`config.mk`:
```
export PLATFORM = sky130hd
export DESIGN_NAME = sspc_core
export DESIGN_NICKNAME = d
export VERILOG_FILES = /design/src/rtl/sspc_pkg.sv /design/src/rtl/sspc_sync.sv /design/src/rtl/sspc_core.sv
export SDC_FILE = /design/constraint.sdc
export NUM_CORES = 1
export LEC_CHECK = 0
export ABC_AREA = 0
export BUFFER_PORTS_ARGS = -buffer_cell sky130_fd_sc_hd__buf_2
export CORE_ASPECT_RATIO = 0.5
export CORE_MARGIN = 3
export CORE_UTILIZATION = 50
export CTS_CLUSTER_SIZE = 16
export DETAILED_ROUTE_END_ITERATION = 12
export HOLD_SLACK_MARGIN = 0.06
export PLACE_DENSITY = 0.67
export SYNTH_ARGS = -nofsm -noshare
export SYNTH_HDL_FRONTEND = slang
export SYNTH_SLANG_ARGS = --single-unit
```
`constraint.sdc`:
```
create_clock -name sys_clk_i -period 15.8 [get_ports sys_clk_i]
set_clock_uncertainty 0.15 [all_clocks]
set_input_delay 2.37 -clock sys_clk_i [delete_from_list [all_inputs] [get_ports sys_clk_i]]
set_output_delay 2.37 -clock sys_clk_i [all_outputs]
set_load 0.05 [all_outputs]
```
`src/rtl/sspc_pkg.sv`:
```
// Package of constants for the soft skip PWM control block
package sspc_pkg;
   localparam int CLK_HZ = 25000000;
   localparam int CLK_PERIOD_NS = 40;
   // Blanking window, a least time, rounded up
   localparam int MASK_TIME_NS = 250;
   localparam int MASK_CYCLES = (MASK_TIME_NS + CLK_PERIOD_NS - 1) / CLK_PERIOD_NS;
   // Light-load confirmation time
   localparam int CONFIRM_TIME_MS = 125;
   localparam int CONFIRM_CYCLES = CONFIRM_TIME_MS * (CLK_HZ / 1000);
   // Soft-start ramp duration
   localparam int RAMP_TIME_US = 2500;
   localparam int RAMP_CYCLES = RAMP_TIME_US * (CLK_HZ / 1000000);
   // Divider ratio, percentage and millivolt levels of the analog path
   localparam int FB_DIVIDE = 3;
   localparam int PEAK_LIMIT_MV = 1000;
   localparam int SKIP_PERCENT = 25;
   localparam int SKIP_LEVEL_MV = 750;
   localparam int SKIP_HYST_MV = 100;
   localparam int EXIT_LEVEL_MV = 1250;
   localparam int MV_W = 12;
   localparam logic [MV_W-1:0] PEAK_LIMIT = MV_W'(PEAK_LIMIT_MV);
   localparam logic [MV_W-1:0] SKIP_FLOOR = MV_W'(PEAK_LIMIT_MV * SKIP_PERCENT / 100);
   localparam logic [MV_W-1:0] SKIP_HI = MV_W'(SKIP_LEVEL_MV + SKIP_HYST_MV / 2);
   localparam logic [MV_W-1:0] SKIP_LO = MV_W'(SKIP_LEVEL_MV - SKIP_HYST_MV / 2);
   localparam logic [MV_W-1:0] EXIT_LEVEL = MV_W'(EXIT_LEVEL_MV);
   localparam int SYNC_STAGES = 2;
   typedef enum logic [1:0] {SSPC_NORMAL, SSPC_SKIP_IDLE, SSPC_SKIP_BURST} sspc_mode_e;
endpackage

```
`src/rtl/sspc_sync.sv`:
```
// Two-flop synchroniser bank for comparator and oscillator inputs
`timescale 1ns/1ps
module sspc_sync #(
   parameter int WIDTH = 1
) (
   input wire logic sys_clk_i,
   input wire logic sys_rst_i,
   input wire logic [WIDTH-1:0] async_i,
   output logic [WIDTH-1:0] sync_o
);
   import sspc_pkg::*;
   typedef struct packed {
      logic [WIDTH-1:0] meta;
      logic [WIDTH-1:0] stable;
   } sspc_sync_s;
   sspc_sync_s st_q, st_d;
   // First stage feeds only the second
   always_comb begin
      st_d = st_q;
      st_d.meta = async_i;
      st_d.stable = st_q.meta;
   end
   always_ff @(posedge sys_clk_i or posedge sys_rst_i) begin
      if (sys_rst_i) begin
         st_q <= '0;
      end else begin
         st_q <= st_d;
      end
   end
   assign sync_o = st_q.stable;
endmodule

```
`src/rtl/sspc_core.sv`:
```
// Soft skip PWM latch, blanking, skip control and PFC supply switch control
`timescale 1ns/1ps
module sspc_core #(
   parameter int CONFIRM_CNT = sspc_pkg::CONFIRM_CYCLES,
   parameter int RAMP_CNT = sspc_pkg::RAMP_CYCLES,
   parameter int MASK_CNT = sspc_pkg::MASK_CYCLES
) (
   input wire logic sys_clk_i,
   input wire logic sys_rst_i,
   input wire logic osc_clock_i,
   input wire logic [sspc_pkg::MV_W-1:0] feedback_level_i,
   input wire logic [sspc_pkg::MV_W-1:0] sense_mv_i,
   output logic drive_o,
   output logic pfc_supply_switch_o,
   output logic skip_mode_o,
   output logic [sspc_pkg::MV_W-1:0] peak_limit_o
);
   import sspc_pkg::*;
   localparam int CW = $clog2(CONFIRM_CNT + 1);
   localparam int RW = $clog2(RAMP_CNT + 1);
   localparam int MW = $clog2(MASK_CNT + 1);

   typedef struct packed {
      sspc_mode_e mode;
      logic osc_prev;
      logic drive;
      logic [MW-1:0] mask_cnt;
      logic [CW-1:0] confirm_cnt;
      logic [RW-1:0] ramp_cnt;
      logic pfc_on;
      logic [MV_W-1:0] limit;
      logic skip;
   } sspc_state_s;

   sspc_state_s st_q, st_d;
   logic osc_s;
   logic [MV_W-1:0] fb_s, cs_s;
   logic [MV_W-1:0] fb_div, ramp_lvl, eff_lvl;
   logic trip, light_load, above_exit, burst_on, burst_off;

   // Oscillator level crosses domains through the bank
   sspc_sync #(.WIDTH(1)) u_osc_sync (
      .sys_clk_i(sys_clk_i),
      .sys_rst_i(sys_rst_i),
      .async_i(osc_clock_i),
      .sync_o(osc_s)
   );
   // Multi-bit levels assumed slow versus the clock; a skew lasts one cycle
   sspc_sync #(.WIDTH(2*MV_W)) u_lvl_sync (
      .sys_clk_i(sys_clk_i),
      .sys_rst_i(sys_rst_i),
      .async_i({feedback_level_i, sense_mv_i}),
      .sync_o({fb_s, cs_s})
   );

   // Scale function used for the feedback level path
   function automatic logic [MV_W-1:0] div3(input logic [MV_W-1:0] v);
      div3 = MV_W'(v / MV_W'(FB_DIVIDE));
   endfunction

   // Effective turn-off level: feedback/3, full-scale clamp, skip floor, ramp clamp
   always_comb begin
      fb_div = div3(fb_s);
      ramp_lvl = MV_W'((32'(st_q.ramp_cnt) * PEAK_LIMIT_MV) / RAMP_CNT);
      eff_lvl = fb_div;
      if (eff_lvl > PEAK_LIMIT) begin
         eff_lvl = PEAK_LIMIT;
      end
      if (eff_lvl < SKIP_FLOOR) begin
         eff_lvl = SKIP_FLOOR;
      end
      if (eff_lvl > ramp_lvl) begin
         eff_lvl = ramp_lvl;
      end
   end

   // Current-sense trip against the effective level; other comparators on the raw feedback pin level
   assign trip = (cs_s > eff_lvl) && (st_q.mask_cnt == '0);
   assign burst_off = fb_s < SKIP_LO;
   assign burst_on = fb_s > SKIP_HI;
   assign light_load = fb_s <= MV_W'(SKIP_LEVEL_MV);
   assign above_exit = fb_s > EXIT_LEVEL;

   always_comb begin
      st_d = st_q;
      st_d.osc_prev = osc_s;
      st_d.limit = eff_lvl;
      if (st_q.mask_cnt != '0) begin
         st_d.mask_cnt = st_q.mask_cnt - MW'(1);
      end
      if (st_q.ramp_cnt != RW'(RAMP_CNT)) begin
         st_d.ramp_cnt = st_q.ramp_cnt + RW'(1);
      end
      // Skip state machine
      unique case (st_q.mode)
         SSPC_NORMAL: begin
            if (burst_off) begin
               st_d.mode = SSPC_SKIP_IDLE;
            end
         end
         SSPC_SKIP_IDLE: begin
            if (above_exit) begin
               st_d.mode = SSPC_NORMAL;
            end else if (burst_on) begin
               st_d.mode = SSPC_SKIP_BURST;
               st_d.ramp_cnt = '0;
            end
         end
         SSPC_SKIP_BURST: begin
            if (above_exit) begin
               st_d.mode = SSPC_NORMAL;
            end else if (burst_off) begin
               st_d.mode = SSPC_SKIP_IDLE;
            end
         end
      endcase
      // PWM latch: set on oscillator rising edge, reset by trip
      if (st_d.mode == SSPC_SKIP_IDLE) begin
         st_d.drive = 1'b0;
      end else if (osc_s && !st_q.osc_prev) begin
         st_d.drive = 1'b1;
         st_d.mask_cnt = MW'(MASK_CNT);
      end else if (st_q.drive && trip) begin
         st_d.drive = 1'b0;
      end
      // Light-load confirmation timer and PFC supply switch
      if (above_exit) begin
         st_d.confirm_cnt = '0;
         st_d.pfc_on = 1'b1;
      end else if (!light_load && st_q.pfc_on) begin
         st_d.confirm_cnt = '0;
      end else if (light_load && st_q.pfc_on) begin
         if (st_q.confirm_cnt == CW'(CONFIRM_CNT - 1)) begin
            st_d.pfc_on = 1'b0;
            st_d.confirm_cnt = '0;
         end else begin
            st_d.confirm_cnt = st_q.confirm_cnt + CW'(1);
         end
      end else begin
         // Open switch held below the exit level; ripple cannot close it
         st_d.pfc_on = st_q.pfc_on;
      end
      // Skip flag registered so the output pin comes from a flop
      st_d.skip = (st_d.mode != SSPC_NORMAL);
   end

   always_ff @(posedge sys_clk_i or posedge sys_rst_i) begin
      if (sys_rst_i) begin
         st_q.mode <= SSPC_NORMAL;
         st_q.osc_prev <= 1'b0;
         st_q.drive <= 1'b0;
         st_q.mask_cnt <= '0;
         st_q.confirm_cnt <= '0;
         st_q.ramp_cnt <= '0; // Power-up soft start
         st_q.pfc_on <= 1'b1;
         st_q.limit <= '0;
         st_q.skip <= 1'b0;
      end else begin
         st_q <= st_d;
      end
   end

   assign drive_o = st_q.drive;
   assign pfc_supply_switch_o = st_q.pfc_on;
   assign skip_mode_o = st_q.skip;
   assign peak_limit_o = st_q.limit;

   // Assertions
   a_drive_blanked: assert property (@(posedge sys_clk_i) disable iff (sys_rst_i)
      $rose(st_q.drive) |=> st_q.drive [*2]) else $error("drive ended inside blanking");
   a_idle_no_drive: assert property (@(posedge sys_clk_i) disable iff (sys_rst_i)
      (st_q.mode == SSPC_SKIP_IDLE) |-> !st_q.drive) else $error("drive during skip idle");
   a_exit_closes: assert property (@(posedge sys_clk_i) disable iff (sys_rst_i)
      above_exit |=> st_q.pfc_on && st_q.mode == SSPC_NORMAL) else $error("exit did not close switch");
   a_open_held: assert property (@(posedge sys_clk_i) disable iff (sys_rst_i)
      (!st_q.pfc_on && !above_exit) |=> !st_q.pfc_on) else $error("switch closed below exit level");
   a_burst_ramp: assert property (@(posedge sys_clk_i) disable iff (sys_rst_i)
      (st_q.mode == SSPC_SKIP_IDLE && st_d.mode == SSPC_SKIP_BURST) |=> st_q.ramp_cnt == '0)
      else $error("burst without ramp restart");
   a_limit_clamp: assert property (@(posedge sys_clk_i) disable iff (sys_rst_i)
      st_q.limit <= PEAK_LIMIT) else $error("limit above full scale");
   a_trip_off: assert property (@(posedge sys_clk_i) disable iff (sys_rst_i)
      (st_q.drive && trip && !(osc_s && !st_q.osc_prev)) |=> !st_q.drive) else $error("trip ignored");
   a_timer_open: assert property (@(posedge sys_clk_i) disable iff (sys_rst_i)
      $fell(st_q.pfc_on) |-> $past(light_load)) else $error("switch opened without light load");
   a_fast_stop: assert property (@(posedge sys_clk_i) disable iff (sys_rst_i)
      (st_q.mode == SSPC_SKIP_BURST && burst_off && !above_exit) |=> !st_q.drive)
      else $error("burst not stopped");

   // Skip flag must track the mode register exactly
   a_skip_flag: assert property (@(posedge sys_clk_i) disable iff (sys_rst_i)
      st_q.skip == (st_q.mode != SSPC_NORMAL)) else $error("skip flag out of step");

   // A finished ramp never lets the level drop under the skip floor
   a_limit_floor: assert property (@(posedge sys_clk_i) disable iff (sys_rst_i)
      (st_q.ramp_cnt == RW'(RAMP_CNT)) |=> st_q.limit >= SKIP_FLOOR) else $error("limit under floor");

   // Ramp climbs one step per clock unless a burst restarts it
   a_ramp_step: assert property (@(posedge sys_clk_i) disable iff (sys_rst_i)
      (st_q.ramp_cnt != RW'(RAMP_CNT) && !(st_q.mode == SSPC_SKIP_IDLE && st_d.mode == SSPC_SKIP_BURST))
      |=> st_q.ramp_cnt == $past(st_q.ramp_cnt) + RW'(1)) else $error("ramp step wrong");

   // Each turn-on loads the full blanking count
   a_mask_start: assert property (@(posedge sys_clk_i) disable iff (sys_rst_i)
      $rose(st_q.drive) |-> st_q.mask_cnt == MW'(MASK_CNT)) else $error("blanking not loaded");

   // Turn-on only follows an oscillator edge
   a_drive_rise: assert property (@(posedge sys_clk_i) disable iff (sys_rst_i)
      $rose(st_q.drive) |-> $past(osc_s && !st_q.osc_prev)) else $error("drive rose without cycle start");

   // Early release of light load clears the confirmation timer
   a_confirm_clear: assert property (@(posedge sys_clk_i) disable iff (sys_rst_i)
      (!light_load && st_q.pfc_on) |=> st_q.confirm_cnt == '0) else $error("timer not cleared");

   // Switch only closes again through the exit level
   a_close_exit: assert property (@(posedge sys_clk_i) disable iff (sys_rst_i)
      $rose(st_q.pfc_on) |-> $past(above_exit)) else $error("switch closed without exit");
endmodule

```
# ---- Yosys cells after proc, flatten, opt, wreduce, memory -nomap -nowiden
# Index checks and enable logic that the tools add are counted.
dict set report totals {
  out_inout_bits 15
  input_bits 27
  regBits 109
  elab_cells 75
}
dict set report op_classes {
  reduce_logical 16
  magnitude_cmp 8
  div 2
  n_eq_ne 6
  add_sub_neg 3
  multipliers 1
  n_mux 26
}
# op count
set ops {}
lappend ops {{$mux 22} 4}
lappend ops {{$mux 16} 4}
lappend ops {{$mux 12} 3}
lappend ops {{$div 26x16->32 const B} 1}
lappend ops {{$gt 12x10->1 const B} 2}
lappend ops {{$gt 12x12->1} 2}
lappend ops {{$mul 16x7->23 const B} 1}
lappend ops {{$add 22x1->22 const B} 1}
lappend ops {{$eq 22x22->1 const B} 1}
lappend ops {{$add 16x1->16 const B} 1}
lappend ops {{$ne 16x16->1 const B} 1}
lappend ops {{$div 12x2->12 const B} 1}
lappend ops {{$gt 12x11->1 const B} 1}
lappend ops {{$le 12x10->1 const B} 1}
lappend ops {{$lt 12x10->1 const B} 1}
lappend ops {{$lt 12x8->1 const B} 1}
lappend ops {{$mux 3} 3}
lappend ops {{$reduce_bool 3->1} 3}
lappend ops {{$mux 2} 4}
lappend ops {{$mux 1} 7}
lappend ops {{$pmux 2 s3} 1}
lappend ops {{$reduce_bool 2->1} 3}
lappend ops {{$logic_and 1x1->1} 5}
lappend ops {{$eq 2x1->1 const B} 2}
lappend ops {{other kinds (7)} 8}

# ---- Longest topological paths before layout
dict set report logic_depth {
  depth_word 13
  mapped_depth 84
}

# ---- By module
# Synthesis repeated with hierarchy kept, for this count alone.
dict set report unflattened {
  cells_unflattened 1724
  hier_area_um2 14101.0
}
# mod cells_each area_per_inst_um2 seq_area_each_um2 instances
set modules_own_cells {}
lappend modules_own_cells {sspc_core 1672 12842.3 1452.6 1}
lappend modules_own_cells {{sspc_sync at u_lvl_sync} 49 1204.9 1201.2 1}
lappend modules_own_cells {{sspc_sync at u_osc_sync} 3 53.8 50.0 1}

# ---- Worst setup path before layout
# OpenSTA, ideal clock, no wires.
dict set report synth_path {
  path_kind {register to register}
  startpoint {register st_q[15] in the netlist's numbering}
  endpoint {register st_q, in the netlist drive_o}
  setup_slack_ns -1.681
  arrival_time_ns 17.253
  setup_time_ns 0.078
  synth_period_minus_slack_ns 17.481
  stages_incl_launch_ff 76
  cell_sequence {dfrtp_1 -> clkbuf_1 -> inv_1 -> fa_1 -> fa_1 -> fa_1 -> inv_1 -> fa_1 -> ha_1 -> a21oi_1 -> o21ai_2 -> or3_4 -> o2bb2ai_2 -> o21a_4 -> nor4_4 -> nor2_2 -> inv_2 -> mux2_2 -> [40 not listed] -> o21a_1 -> o21ai_0 -> nand2b_1 -> a21oi_1 -> a21oi_1 -> clkbuf_1 -> o21a_1 -> inv_1 -> ha_1 -> a21o_1 -> a21o_1 -> a21oi_1 -> nor2b_1 -> o211ai_1 -> o311ai_0 -> o311ai_0 -> a21oi_1 -> a21oi_1}
}
dict set report synth_between {
  elab_chain_cells 8
}
# element line_no
set synth_rtl {}
lappend synth_rtl {{start: declaration} sspc_core.sv:35} ;# sspc_state_s st_q, st_d;
lappend synth_rtl {{start signal: assignment} sspc_core.sv:159} ;# st_q <= st_d;
lappend synth_rtl {{$mul 16x7->23 *} sspc_core.sv:64} ;# ramp_lvl = MV_W'((32'(st_q.ramp_cnt) * PEAK_LIMIT_MV) / RAMP_CNT);
lappend synth_rtl {{$div 26x16->32 *} sspc_core.sv:64}
lappend synth_rtl {{$gt 12x12->1} sspc_core.sv:72} ;# if (eff_lvl > ramp_lvl) begin
lappend synth_rtl {{$mux 12 *} sspc_core.sv:72}
lappend synth_rtl {{via eff_lvl[5]} sspc_core.sv:38} ;# logic [MV_W-1:0] fb_div, ramp_lvl, eff_lvl;
lappend synth_rtl {{$gt 12x12->1 *} sspc_core.sv:78} ;# assign trip = (cs_s > eff_lvl) && (st_q.mask_cnt == '0);
lappend synth_rtl {{$logic_and 1x1->1 *} sspc_core.sv:78}
lappend synth_rtl {{$logic_and 1x1->1 *} sspc_core.sv:123} ;# end else if (st_q.drive && trip) begin
lappend synth_rtl {{$reduce_bool 3->1 (no source line) *} -}
# Mark *: on every way through the listed nets, which the timed path passes. The rest lies on a longest branch.
# A chain may end at the register's enable or synchronous reset.

# ---- Worst setup path in the final report
dict set report layout_path {
  startpoint {register st_q[24] in the netlist's numbering}
  endpoint {register st_q, in the netlist drive_o}
}
# Same word-level chain as after synthesis.

==> impl_metrics.csv <==
group,metric,value,unit
layout,num_antenna_cells,0,
synthesis,synth-compound-area-share,26.7,%
layout,fin_area,21200,sq um
synthesis,synth_area_leader_cell,"dfrtp_1",
synthesis,syn_avg_cell_area,8.18,sq um
detailed_routing,drt-initial-drc-count,1109,
synthesis,synth-edff-count,0,
die,coreArea,28000,sq um
synthesis,synthCells,1756,
detailed_routing,wl_per_cell,17.7,microns
synthesis,synth_cell_type_count,126,
cts,cts_tree,"built",
die,die_area,30900,sq um
sta,rsz0062_at_grt,"true",
detailed_routing,postRouteAntennaNets,0,
sta,worstMarginPinSlew,1.09,ns
cts,htreeDepth,3,
die,ios,42,
flow_run,drv_cap,0,
cts,path_clk_slew,0.07,ns
sta,max_slew_margin,27.3,%
grt,antenna_found_initial,0,
placed_design,placed_cell_area,19300,sq um
layout,fin_util,75.9,%
die,die_x,246,microns
sta,maxSlewViolCount,0,
detailed_routing,dr.pass1.iters,5,
grt,grt_pass1_wl,78800,microns
synthesis,yosysMostFrequentCell,"nor2_1",
die,start_util,51.4,%
min_path,hp-class,"flip-flop to flip-flop",
cts,cts.path.max_buffers,2,
sta,period_minus_slack,17.27,ns
setup_path,required,15.92,ns
die,row_count,43,
layout,syn_to_final_growth,47.8,%
detailed_routing,post_drt_via_cell_ratio,5.85,
sta,fmax,0.0579,GHz
detailed_routing,drc,0,
synthesis,ys_top_cells_by_count,"nor2_1 (162), nand2_1 (146), inv_1 (127)",
grt,grt_pass1_vias,15900,
synthesis,yosysWarnings,0,
placed_design,io_buffers,40,
synthesis,synthSimpleGateAreaFrac,22.7,%
setup_path,arrival,17.39,ns
synthesis,synth_seq_cells,108,
synthesis,synthAdderAreaFrac,16.1,%
synthesis,syn_area,14400,sq um
setup_path,crit_path_top_delay_cell,"or4_4",
setup_path,crit_fanout,6,
cts,cts_inserted_buffers,9,
cts,cts-root-buf,"clkbuf_16",
die,die_height,126,microns
setup_path,critPathLaunchType,"flip-flop",
sta,setup_slack,-1.47,ns
sta,finalSetupViolCount,12,
placed_design,place_hpwl,37900,microns
sta,tns,-3.74,ns
synthesis,async_reset_ff_share,100,%
setup_path,criticalPathCategory,"flip-flop to flip-flop",
cts,ctsHoldBuffers,0,
outcome,outcome,"finished, violations left",
sta,fin_crit_sh,109,%
setup_path,critPathMostFrequentCell,"buf_4",
setup_path,end_kind,"flip-flop",
grt,grt_overflow_total,0,
outcome,violations,"negative setup slack",
cts,clock_latency,0.35,ns
setup_path,max_stage_delay,0.55,ns
detailed_routing,vias,16100,
synthesis,synth.yosys.seq_area_share,18.8,%
layout,drive_gt1_share,40.8,%
synthesis,synth_top_area_share,18.6,%
detailed_routing,routed_wl,48500,microns
synthesis,synthFlopType,"dfrtp_1",
synthesis,synth_top_family_by_area,"compound AO/OA/AOI/OAI gates",
layout,nNetsFinal,2531,
placed_design,gp_congestion,0.923,
grt,grt_max_degree,77,
sta,hold_viol,0,
synthesis,synthMuxAreaShare,1.38,%
cts,cts_sinks,108,
grt,track_usage,30.4,%
synthesis,synth-xor-area-share,8.48,%
synthesis,synthTopCellsByArea,"dfrtp_1 (19%), ha_1 (7.8%), fa_1 (7.5%)",
==> cells by family (layout without fill, tap and decap cells) <==
group	Yosys count	count (layout)
AND/OR/NAND/NOR	642	642
AO/OA/AOI/OAI	496	496
buffers and inverters	202	810
adder cells (fa/ha/maj)	155	155
XOR/XNOR	134	134
flip-flops	108	108
multiplexers	18	18
other	1	2
==> worst paths after layout <==
check                           slack [ns]                from  cells past startpoint                   end
min in group asynchronous             1.88           sys_rst_i                      2      peak_limit_o[10]
worst min register to register        0.20  u_lvl_sync.st_d[5]                      0  u_lvl_sync.sync_o[5]
worst max register to register       -1.47            st_q[24]                     78               drive_o
worst max-delay path                 -1.47            st_q[24]                     78               drive_o
worst min-delay path                  0.20  u_lvl_sync.st_d[5]                      0  u_lvl_sync.sync_o[5]
max in group asynchronous            12.41           sys_rst_i                      3    u_lvl_sync.st_d[2]
==> placed cells by master (no fill, tap or decap), types with 20 or more instances in the layout <==
| master | Yosys | final |
|---|---|---|
| a21oi_1 | 98 | 76 |
| buf_6 | 1 | 28 |
| nand4_1 | 42 | 42 |
| ha_1 | 90 | 80 |
| and2_1 | 23 | 20 |
| xnor2_1 | 88 | 83 |
| dfrtp_1 | 107 | 102 |
| nor3_1 | 53 | 41 |
| buf_2 | 18 | 40 |
| o21ai_0 | 58 | 48 |
| xor2_1 | 40 | 38 |
| and3_1 | 24 | 21 |
| nor2_1 | 162 | 156 |
| nand2_1 | 146 | 133 |
| fa_1 | 54 | 53 |
| o211ai_1 | 28 | 28 |
| inv_1 | 127 | 111 |
| buf_4 | 12 | 592 |
| nand3_1 | 57 | 53 |
==> metrics by stage <==
stage | std cells | hold WS [ns] | worst slack, ns
floorplan | 1757 | 0.181 | -0.644
global placement | 2661 | 0.182 | -1.29
detailed placement | 2661 | 0.185 | -1.57
CTS | 2715 | 0.203 | -1.06
global route | 2747 | 0.209 | -2.24
finish | 2747 | 0.202 | -1.47
==> sequential cells by signal, summed over array words and instances, names as in the netlist <==
register	cells
st_q	44
u_lvl_sync.st_d	24
u_lvl_sync.sync_o	24
peak_limit_o	11
drive_o	1
pfc_supply_switch_o	1
skip_mode_o	1
u_osc_sync.st_d	1
u_osc_sync.sync_o	1
==> worst max-delay path, delay by kind of cell (launching register included) <==
family,cells,cell delay [ns]
compound gates,35,7.61
fa+ha+maj,7,2.56
buf+inv,14,1.84
flops,1,0.37
mux,1,0.34
simple gates,21,4.26
==> what timing repair did <==
| action | 4_1_cts | 5_1_grt |
|---|---|---|
| buffers inserted | 37 | 41 |
| pin swaps | 24 | 86 |
| cloned | 1 | 0 |
| resized for setup | 86 | 134 |
| setup endpoints to repair | 12 | 12 |
| hold endpoints to repair | 0 | 0 |
==> area by class of cell <==
type | instances | area [sq um]
multi-input combinational | 1447 | 12200
tap | 382 | 478
fill | 1996 | 6740
clock inverter | 6 | 57.6
inverter | 132 | 513
timing repair buffer | 662 | 5000
sequential | 108 | 2710
clock buffer | 10 | 239
==> layer usage <==
layer / GRT usage, % / share of wire [%] / wire length (microns)
met3: 3.00 / 5.9 / 2870
met2: 50.1 / 46 / 22100
met1: 43.9 / 47 / 22800
met5: 0 / 0 / 0
met4: 5.10 / 1.6 / 778
Power is left out: the tool's default activity adds up to more than one toggle a clock period on the data nets, which glitch-free logic cannot reach.
